<file path="src/common/sbc_defines.svh">
`ifndef SBC_DEFINES_SVH
`define SBC_DEFINES_SVH

// Serial frame layout
`define FRM_BITS 5'h10
`define HDR_BITS 5'h04
`define CNT_MAX 5'h1F
`define ADDR_HI 15
`define ADDR_LO 14
`define SEL_BIT 13
`define RO_BIT 12
`define SYS_ADDR 2'h0

// Edge detector lanes
`define EB_WAKE 0
`define EB_CTC 1
`define EB_SCK 2
`define EB_CS 3
`define EDGE_IDLE 4'h9

// Reset values
`define CAUSE_POR 4'h0
`define POR_FLAG_RST 1'h1
`define SUPPLY_OK_RST 1'h1
`define V2_EN_RST 1'h1
`define OE_N_RST 1'h1

// Timing
`define CLK_KHZ 40000
`define UV_HOLD_MS 256
`define UV_HOLD_CYC (`UV_HOLD_MS * `CLK_KHZ)

`endif

</file>
<file path="src/common/sbc_status_pkg.sv">
package sbc_status_pkg;

  typedef enum logic [1:0] {
    CAN_OFFLINE = 2'b00,
    CAN_SEL_SLEEP = 2'b01,
    CAN_ONLINE = 2'b10,
    CAN_ACTIVE = 2'b11
  } can_state_e;

  typedef enum logic [0:0] {
    FR_IDLE = 1'b0,
    FR_BUSY = 1'b1
  } frame_state_e;

  typedef struct packed {
    logic [3:0] last_reset_cause;
    logic rsvd7;
    logic wake_level;
    logic rsvd5;
    logic wake_edge_flag;
    logic temp_warning_flag;
    logic dev_mode_flag;
    logic en_flag;
    logic power_on_flag;
  } status_word_s;

  typedef struct packed {
    logic ground_offset_flag;
    logic [3:0] can_fault_code;
    logic [1:0] lin_fault_code;
    logic third_supply_ok;
    logic second_supply_ok;
    logic main_supply_ok;
    can_state_e can_state_report;
  } system_diagnosis_word_s;

  typedef struct packed {
    logic ground_offset;
    logic [3:0] can_fault;
    logic [1:0] lin_fault;
  } phy_fault_s;

  typedef struct packed {
    logic v3_short;
    logic v3_switch_on;
    logic v2_overload;
    logic can_mode_set;
  } supply_evt_s;

  typedef struct packed {
    logic valid;
    logic [11:0] data;
  } mode_wr_s;

  typedef struct packed {
    frame_state_e fstate;
    logic [4:0] bit_cnt;
    logic [15:0] rx;
    logic [15:0] tx;
    logic [1:0] late;
    logic oe_n;
  } frame_s;

  typedef struct packed {
    status_word_s stat;
    system_diagnosis_word_s system_diagnosis;
    frame_s frm;
    mode_wr_s mode;
    logic v2_enable;
    logic mon_reset;
    logic failsafe_go;
  } top_s;

  typedef struct packed {
    logic [3:0] prev;
  } edge_s;

  typedef struct packed {
    logic [23:0] cnt;
  } timer_s;

endpackage

</file>
<file path="src/rtl/status_system_diagnosis_readback.sv">
`timescale 1ns/1ps
`include "sbc_defines.svh"

// Operation
// - Wake falling edge sets status bit 4; a status read clears it.
// - Status bit 3 follows the temperature-warning condition.
// - Status bit 2 shows development mode; it blocks supervision except long undervoltage.
// - Status bit 1 shows whether the enable pin is driven high.
// - Power-on reset sets status bit 0; entering Normal or Flash clears it.
// - Reset-cause field takes every reset cause and is never cleared.
// - Address 00 with select bit 13 high returns the diagnosis word.
// - Bit 12 high reads only; low also writes payload to mode register.
// - Diagnosis bit 11 shows ground offset beyond threshold.
// - Diagnosis bits 10 to 7 carry the CAN fault code.
// - Diagnosis bits 6 and 5 carry the LIN fault code.
// - Third supply bit drops on short, returns when switched on again.
// - Overload on active second supply clears its bit and disables it.
// - Listed CAN events restart second supply and set its bit.
// - Main supply bit drops on retention undervoltage; diagnosis read sets it.
// - Diagnosis bits 1 and 0 report the CAN transceiver state.
// - Address 00 with select bit 13 low returns the status word.
module status_system_diagnosis_readback
  import sbc_status_pkg::*;
#(
  parameter int unsigned UV_HOLD = `UV_HOLD_CYC
) (
  // Clock, reset, enable
  input wire logic CLK_SYS,
  input wire logic RST,
  input wire logic CE,
  // Serial register port
  input wire logic SPI_CLK,
  input wire logic SPI_CS_N,
  input wire logic SPI_DIN,
  output logic SPI_DOUT,
  output logic SPI_DOUT_OE_N,
  // Mode register write
  output mode_wr_s MODE_WRITE,
  // Status sources
  input wire logic WAKE_IN,
  input wire logic TEMP_WARN,
  input wire logic DEV_MODE,
  input wire logic EN_DRIVEN,
  input wire logic POR_EVENT,
  input wire logic MODE_ENTERED,
  input wire logic RESET_EVENT,
  input wire logic [3:0] RESET_CAUSE,
  // Diagnosis sources
  input wire phy_fault_s PHY_FAULT,
  input wire supply_evt_s SUPPLY_EVT,
  input wire logic CAN_TX_DISABLE,
  input wire can_state_e CAN_STATE,
  input wire logic V1_RETENTION_LOW,
  input wire logic V1_UNDERVOLT,
  // Supervision
  input wire logic MON_FAULT,
  input wire logic FAILSAFE_REQ,
  output logic MON_RESET,
  output logic FAILSAFE_GO,
  output logic V2_ENABLE
);

  top_s st;
  top_s next_st;
  logic [3:0] lvl;
  logic [3:0] rise;
  logic [3:0] fall;
  logic uv_fire;

  // Word chosen by the frame header
  function automatic logic [11:0] read_word(
    input logic [3:0] hdr,
    input top_s s
  );
    status_word_s sw;
    system_diagnosis_word_s dw;
    logic [11:0] w;
    sw = s.stat;
    dw = s.system_diagnosis;
    // Reserved status bits never leak state
    sw.rsvd7 = 1'b0;
    sw.rsvd5 = 1'b0;
    w = 12'h000;
    if (hdr[3:2] == `SYS_ADDR) begin
      if (hdr[1]) begin
        w = dw;
      end else begin
        w = sw;
      end
    end
    return w;
  endfunction

  // Levels watched for edges
  assign lvl = {SPI_CS_N, SPI_CLK, CAN_TX_DISABLE, WAKE_IN};

  edge_bank #(
    .IDLE(`EDGE_IDLE)
  ) u_edges (
    .clk(CLK_SYS),
    .rst(RST),
    .ce(CE),
    .lvl(lvl),
    .rise(rise),
    .fall(fall)
  );

  // Main supply undervoltage longer than the hold time
  hold_timer #(
    .HOLD(24'(UV_HOLD))
  ) u_uv_hold (
    .clk(CLK_SYS),
    .rst(RST),
    .ce(CE),
    .active(V1_UNDERVOLT),
    .fire(uv_fire)
  );

  always_comb begin
    logic [3:0] hdr;
    logic commit;
    logic sys_hit;
    logic rd_stat;
    logic rd_system_diagnosis;
    logic v2_restart;
    logic off_exit;
    logic snap;
    logic online_exit;
    logic sleep_exit;
    logic mode_evt;
    logic ctc_evt;
    logic sup_ok;
    logic wr_mode;

    hdr = {st.frm.rx[2:0], SPI_DIN};
    commit = 1'b0;
    sys_hit = 1'b0;
    rd_stat = 1'b0;
    rd_system_diagnosis = 1'b0;
    v2_restart = 1'b0;
    off_exit = 1'b0;
    snap = 1'b0;
    online_exit = 1'b0;
    sleep_exit = 1'b0;
    mode_evt = 1'b0;
    ctc_evt = 1'b0;
    sup_ok = 1'b0;
    wr_mode = 1'b0;

    next_st = st;
    next_st.mode.valid = 1'b0;
    next_st.mon_reset = 1'b0;
    next_st.failsafe_go = 1'b0;

    // Serial frame: sample on SCK rise, shift answer on SCK fall
    case (st.frm.fstate)
      FR_IDLE: begin
        if (fall[`EB_CS]) begin
          next_st.frm.fstate = FR_BUSY;
          next_st.frm.bit_cnt = 5'h00;
          next_st.frm.tx = 16'h0000;
          next_st.frm.late = 2'h0;
          next_st.frm.oe_n = 1'b0;
        end else begin
          next_st.frm.oe_n = 1'b1;
          next_st.frm.late = 2'h0;
        end
      end
      FR_BUSY: begin
        if (rise[`EB_CS]) begin
          next_st.frm.fstate = FR_IDLE;
          next_st.frm.oe_n = 1'b1;
          // Refused frames leave no trace
          next_st.frm.late = 2'h0;
          commit = (st.frm.bit_cnt == `FRM_BITS);
        end else if (rise[`EB_SCK]) begin
          next_st.frm.rx = {st.frm.rx[14:0], SPI_DIN};
          if (st.frm.bit_cnt != `CNT_MAX) begin
            next_st.frm.bit_cnt = st.frm.bit_cnt + 5'h01;
          end
          if (st.frm.bit_cnt == `HDR_BITS - 5'h01) begin
            snap = 1'b1;
            next_st.frm.tx = {1'b0, read_word(hdr, st), 3'h0};
          end
        end else if (fall[`EB_SCK] && st.frm.bit_cnt != 5'h00) begin
          next_st.frm.tx = {st.frm.tx[14:0], 1'b0};
        end
        // Events from the snapshot cycle on must survive the read
        if ((st.frm.bit_cnt >= `HDR_BITS) || snap) begin
          if (fall[`EB_WAKE]) begin
            next_st.frm.late[0] = 1'b1;
          end
          if (V1_RETENTION_LOW) begin
            next_st.frm.late[1] = 1'b1;
          end
        end
      end
      default: begin
        next_st.frm.fstate = FR_IDLE;
        next_st.frm.oe_n = 1'b1;
        next_st.frm.bit_cnt = 5'h00;
        next_st.frm.late = 2'h0;
      end
    endcase

    // Completed frames to address 00
    sys_hit = commit && (st.frm.rx[`ADDR_HI:`ADDR_LO] == `SYS_ADDR);
    rd_stat = sys_hit && !st.frm.rx[`SEL_BIT];
    rd_system_diagnosis = sys_hit && st.frm.rx[`SEL_BIT];
    // Mode register write on writable frames
    wr_mode = sys_hit && !st.frm.rx[`RO_BIT];
    if (wr_mode) begin
      next_st.mode.valid = 1'b1;
      next_st.mode.data = st.frm.rx[11:0];
    end

    // Status word levels
    next_st.stat.rsvd7 = 1'b0;
    next_st.stat.rsvd5 = 1'b0;
    next_st.stat.wake_level = WAKE_IN;
    next_st.stat.temp_warning_flag = TEMP_WARN;
    next_st.stat.dev_mode_flag = DEV_MODE;
    next_st.stat.en_flag = EN_DRIVEN;

    // Wake edge: read clears, a new edge wins
    if (rd_stat) begin
      next_st.stat.wake_edge_flag = st.frm.late[0];
    end
    if (fall[`EB_WAKE]) begin
      next_st.stat.wake_edge_flag = 1'b1;
    end

    // Power-on flag: set wins over clear
    if (MODE_ENTERED) begin
      next_st.stat.power_on_flag = 1'b0;
    end
    if (POR_EVENT) begin
      next_st.stat.power_on_flag = 1'b1;
    end

    // Most recent reset cause, never cleared
    if (RESET_EVENT) begin
      next_st.stat.last_reset_cause = RESET_CAUSE;
    end
    if (POR_EVENT) begin
      next_st.stat.last_reset_cause = `CAUSE_POR;
    end

    // Physical layer fault reports
    next_st.system_diagnosis.ground_offset_flag = PHY_FAULT.ground_offset;
    next_st.system_diagnosis.can_fault_code = PHY_FAULT.can_fault;
    next_st.system_diagnosis.lin_fault_code = PHY_FAULT.lin_fault;
    next_st.system_diagnosis.can_state_report = CAN_STATE;

    // Third supply: short wins over switch-on
    if (SUPPLY_EVT.v3_switch_on) begin
      next_st.system_diagnosis.third_supply_ok = 1'b1;
    end
    if (SUPPLY_EVT.v3_short) begin
      next_st.system_diagnosis.third_supply_ok = 1'b0;
    end

    // Second supply restart events
    mode_evt = SUPPLY_EVT.can_mode_set;
    ctc_evt = fall[`EB_CTC];
    online_exit = (st.system_diagnosis.can_state_report == CAN_OFFLINE) && (CAN_STATE == CAN_ONLINE);
    sleep_exit = (st.system_diagnosis.can_state_report == CAN_OFFLINE) && (CAN_STATE == CAN_SEL_SLEEP);
    off_exit = online_exit || sleep_exit;
    v2_restart = mode_evt || ctc_evt || off_exit;
    if (v2_restart) begin
      next_st.system_diagnosis.second_supply_ok = 1'b1;
      next_st.v2_enable = 1'b1;
    end
    if (SUPPLY_EVT.v2_overload && st.v2_enable) begin
      next_st.system_diagnosis.second_supply_ok = 1'b0;
      next_st.v2_enable = 1'b0;
    end

    // Main supply: diagnosis read sets, dip wins
    if (rd_system_diagnosis) begin
      next_st.system_diagnosis.main_supply_ok = ~st.frm.late[1];
    end
    if (V1_RETENTION_LOW) begin
      next_st.system_diagnosis.main_supply_ok = 1'b0;
    end

    // Supervision gated by development mode, except the long undervoltage fail-safe
    sup_ok = !st.stat.dev_mode_flag;
    next_st.mon_reset = MON_FAULT && sup_ok;
    next_st.failsafe_go = (FAILSAFE_REQ && sup_ok) || uv_fire;
  end

  always_ff @(posedge CLK_SYS) begin
    if (RST) begin
      st.stat.rsvd7 <= 1'b0;
      st.stat.wake_level <= 1'b0;
      st.stat.rsvd5 <= 1'b0;
      st.stat.wake_edge_flag <= 1'b0;
      st.stat.temp_warning_flag <= 1'b0;
      st.stat.dev_mode_flag <= 1'b0;
      st.stat.en_flag <= 1'b0;
      st.system_diagnosis.ground_offset_flag <= 1'b0;
      st.system_diagnosis.can_fault_code <= 4'h0;
      st.system_diagnosis.lin_fault_code <= 2'h0;
      st.frm.bit_cnt <= 5'h00;
      st.frm.rx <= 16'h0000;
      st.frm.tx <= 16'h0000;
      st.frm.late <= 2'h0;
      st.mode.valid <= 1'b0;
      st.mode.data <= 12'h000;
      st.mon_reset <= 1'b0;
      st.failsafe_go <= 1'b0;

      // Sticky flags and supplies start set
      st.stat.last_reset_cause <= `CAUSE_POR;
      st.stat.power_on_flag <= `POR_FLAG_RST;
      st.system_diagnosis.third_supply_ok <= `SUPPLY_OK_RST;
      st.system_diagnosis.second_supply_ok <= `SUPPLY_OK_RST;
      st.system_diagnosis.main_supply_ok <= `SUPPLY_OK_RST;
      st.system_diagnosis.can_state_report <= CAN_OFFLINE;
      st.frm.fstate <= FR_IDLE;
      st.frm.oe_n <= `OE_N_RST;
      st.v2_enable <= `V2_EN_RST;
    end else if (CE) begin
      st <= next_st;
    end
  end

  // Outputs straight from the state register
  assign SPI_DOUT = st.frm.tx[15];
  assign SPI_DOUT_OE_N = st.frm.oe_n;

  // Mode strobe and supervision
  assign MODE_WRITE = st.mode;
  assign MON_RESET = st.mon_reset;
  assign FAILSAFE_GO = st.failsafe_go;
  assign V2_ENABLE = st.v2_enable;

endmodule // status_system_diagnosis_readback

</file>
<file path="src/rtl/edge_bank.sv">
`timescale 1ns/1ps
`include "sbc_defines.svh"

module edge_bank
  import sbc_status_pkg::*;
#(
  parameter logic [3:0] IDLE = `EDGE_IDLE
) (
  // Clock, reset, enable
  input wire logic clk,
  input wire logic rst,
  input wire logic ce,
  // Sampled levels
  input wire logic [3:0] lvl,
  // Edge pulses
  output logic [3:0] rise,
  output logic [3:0] fall
);

  edge_s st;
  edge_s next_st;

  always_comb begin
    next_st = st;
    next_st.prev = lvl;
  end

  always_ff @(posedge clk) begin
    if (rst) begin
      st.prev <= IDLE;
    end else if (ce) begin
      st <= next_st;
    end
  end

  for (genvar i = 0; i < 4; i++) begin : g_bit
    assign rise[i] = ce & lvl[i] & ~st.prev[i];
    assign fall[i] = ce & ~lvl[i] & st.prev[i];
  end

endmodule // edge_bank

</file>
<file path="src/rtl/hold_timer.sv">
`timescale 1ns/1ps

module hold_timer
  import sbc_status_pkg::*;
#(
  parameter logic [23:0] HOLD = 24'h000010
) (
  // Clock, reset, enable
  input wire logic clk,
  input wire logic rst,
  input wire logic ce,
  // Condition and expiry pulse
  input wire logic active,
  output logic fire
);

  timer_s st;
  timer_s next_st;

  // Saturates so the pulse comes once per episode
  always_comb begin
    next_st = st;
    if (!active) begin
      next_st.cnt = 24'h000000;
    end else if (st.cnt != HOLD) begin
      next_st.cnt = st.cnt + 24'h000001;
    end
  end

  assign fire = ce & active & (st.cnt == HOLD - 24'h000001);

  always_ff @(posedge clk) begin
    if (rst) begin
      st.cnt <= 24'h000000;
    end else if (ce) begin
      st <= next_st;
    end
  end

endmodule // hold_timer

</file>
<file path="config.mk">
export PLATFORM = sky130hd
export DESIGN_NAME = status_system_diagnosis_readback
export DESIGN_NICKNAME = d
export VERILOG_FILES = /design/src/common/sbc_status_pkg.sv /design/src/rtl/status_system_diagnosis_readback.sv /design/src/rtl/edge_bank.sv /design/src/rtl/hold_timer.sv
export VERILOG_INCLUDE_DIRS = /design/src /design/src/common
export SDC_FILE = /design/constraint.sdc
export NUM_CORES = 1
export LEC_CHECK = 0
export BUFFER_PORTS_ARGS = -buffer_cell sky130_fd_sc_hd__buf_2
export CAP_MARGIN = 20
export CORE_MARGIN = 10
export CORE_UTILIZATION = 59
export CTS_BUF_LIST = sky130_fd_sc_hd__clkbuf_16
export DETAILED_ROUTE_END_ITERATION = 8
export PLACE_DENSITY_LB_ADDON = 0.1
export SYNTH_ARGS = -nofsm -noshare
export SYNTH_HDL_FRONTEND = slang
export SYNTH_HIERARCHICAL = 1
export SYNTH_SLANG_ARGS = --single-unit
</file>
<file path="constraint.sdc">
create_clock -name CLK_SYS -period 2.9 [get_ports CLK_SYS]
set_input_delay 0.435 -clock CLK_SYS [delete_from_list [all_inputs] [get_ports CLK_SYS]]
set_output_delay 0.435 -clock CLK_SYS [all_outputs]
set_load 0.02 [all_outputs]
</file>
==> results.sh <==
export IMPL_n_fill_cell=711
export IMPL_p_clk_share_pct=42.9
export IMPL_critPathLaunchType="register"
export IMPL_setup_slack_ns=0.546
export IMPL_multi_input_area_mm2=0.00264
export IMPL_cts_max_level=3
export IMPL_numCtsBuffers=9
export IMPL_rsz0062_at_grt="no"
export IMPL_required_ns=3.14
export IMPL_post_cts_setup_buffers=0
export IMPL_wl_mm=11.8
export IMPL_vdd_ir_drop_max_uv=328
export IMPL_root_buffer="clkbuf_16"
export IMPL_num_io_pins=53
export IMPL_max_freq_ghz=0.425
export IMPL_seqCellArea_mm2=0.00210
export IMPL_drc=0
export IMPL_grt_ovfl_total=0
export IMPL_syn_area_mm2=0.00504
export IMPL_reg2reg_depth=7
export IMPL_final_nets=675
export IMPL_cap_violations=0
export IMPL_setup_viol=0
export IMPL_antenna_found_initial=0
export IMPL_vias_per_cell=5.93
export IMPL_post_route_period_util_pct=81.2
export IMPL_die_area_mm2=0.0126
export IMPL_cts_tree="done"
export IMPL_post_drt_wl_per_cell_um=15.9
export IMPL_antennaDiodeCount=0
export IMPL_row_count=33
export IMPL_clk_latency_ns=0.34
export IMPL_slew_headroom_pct=39.9
export IMPL_grt_max_degree=55
export IMPL_hp_class="in2reg"
export IMPL_cts_hold_buf=0
export IMPL_avgSynthCellArea_um2=8.26
export IMPL_pre_cts_slack_ns=0.477
export IMPL_pwr_share_comb_pct=6.9
export IMPL_drtAntennaViolNets=0
export IMPL_area_growth_pct=10.9
export IMPL_worstMarginPinSlew_ns=0.902
export IMPL_clockBufferDepth=2
export IMPL_routabilityCongestion=0.889
export IMPL_power_leakage_nw=2.02
export IMPL_min_period_ns=2.35
export IMPL_dr_total_vias=4410
export IMPL_drt_iter0_drc=302
export IMPL_cts_clk_slew_worst_paths_ns=0.07
export IMPL_portBuffers=52
export IMPL_die_x_um=112
export IMPL_dr_pass1_iters=4
export IMPL_grt_total_usage_pct=18.4
export IMPL_syn_inst=610
export IMPL_p_switching_w=0.000665
export IMPL_setup_tns_ns=0
export IMPL_ys_warn_count=6
export IMPL_cts_sinks=105
export IMPL_synth_nets=650
export IMPL_post_cts_resized=0
export IMPL_crit_type="reg2reg"
export IMPL_post_dp_hpwl_mm=8.11
export IMPL_critPathArrivalTime_ns=2.60
export IMPL_initial_core_util_pct=61.0
export IMPL_status="complete, no violations"
export IMPL_powerDensity_mw_per_mm2=529
export IMPL_p_seq_share_pct=50.2
export IMPL_drive_gt1_share_pct=13.6
export IMPL_worst_setup_path_end_kind="register"
export IMPL_holdPathStages=3
export IMPL_first_global_vias=4291
export IMPL_die_h_um=112
export IMPL_core_mm2=0.00826
export IMPL_crit_fanout=6
export IMPL_p_int_w=0.00229
export IMPL_hold_violations=0
export IMPL_grt_pass1_wl_mm=20.2
export IMPL_clock_skew_ns=0.00797
export IMPL_slew_violations=0
export IMPL_p_sw_share_pct=22.5
==> power by group through the flow <==
| stage | Combinational [W] | Sequential (W) | Clock [W] |
|---|---|---|---|
| finish | 0.000204 | 0.00148 | 0.00127 |
| global route | 0.000229 | 0.00149 | 0.00134 |
| CTS | 0.000205 | 0.00148 | 0.00129 |
| detailed placement | 0.000204 | 0.00152 | 0 |
| global placement | 0.000197 | 0.00152 | 0 |
| floorplan | 0.000133 | 0.00152 | 0 |
==> layout make-up <==
type,count,share of cell area [%]
Sequential cell,105,37.6
Inverter,14,0.940
Clock buffer,9,4.03
Timing Repair Buffer,65,6.40
Multi-Input combinational cell,440,47.2
Tap cell,105,2.35
Clock inverter,6,1.50
==> sequential cells by signal, summed over array words and instances, names as in the netlist, 4 cells and up <==
name	flops
st	59
u_edges/st	4
u_uv_hold/st	24
MODE_WRITE	13
==> layer usage <==
layer	vias up	part of all wire, %	GRT usage (%)
met5	-	0	0
met4	0	1.9	5.41
met3	19	4.1	4.26
met2	120	50	31.5
met1	2055	44	22.4
li1	2216	-	-
==> placed cells by master (no fill, tap or decap), types with 3 or more instances in the layout <==
cell type  count
nand2b_1      17
buf_4         13
nand3_1       28
and3_1         5
o2bb2ai_1      9
or4_1         16
nor2_1        58
a31oi_1        4
ha_1           5
or3_1         13
o211ai_1       3
a21oi_1       73
clkbuf_16      9
and2_1         3
nand4_1       10
nand3b_1       3
o21ai_0       22
nor4b_1        3
buf_2         52
mux2i_1       39
nor4_1         5
o21ai_1       14
nand2_1       60
nor2b_1        3
inv_1         15
dfxtp_1      105
nor3_1         5
==> worst max-delay path, stage by stage, from the launching register on <==
cell      delay (ns)
dfxtp_1         0.43
ha_1            0.26
nand4_1         0.20
nor3_2          0.40
nand4_1         0.21
nor4_1          0.44
a21oi_1         0.08
a211oi_1        0.24
==> per-stage QoR <==
stage	total power [W]	instance area [um^2]	utilization [%]	std cells	hold WS, ns
floorplan	0.00165	5040	-	610	0.434
finish	0.00296	5590	67.7	744	0.329
CTS	0.00298	5590	67.7	744	0.327
global route	0.00306	5590	67.7	744	0.351
detailed placement	0.00172	5280	64.0	729	0.454
global placement	0.00171	5280	64.0	729	0.450
==> path summary, 6_finish.rpt <==
kind                                      start           to  slack [ns]
worst max-delay path            u_uv_hold/st[1]  FAILSAFE_GO        0.55
worst min-delay path               PHY_FAULT[4]       st[66]        0.33
worst max register to register  u_uv_hold/st[1]  FAILSAFE_GO        0.55
worst min register to register           st[50]       st[50]        0.47
Power figures use the tool's default switching activity.
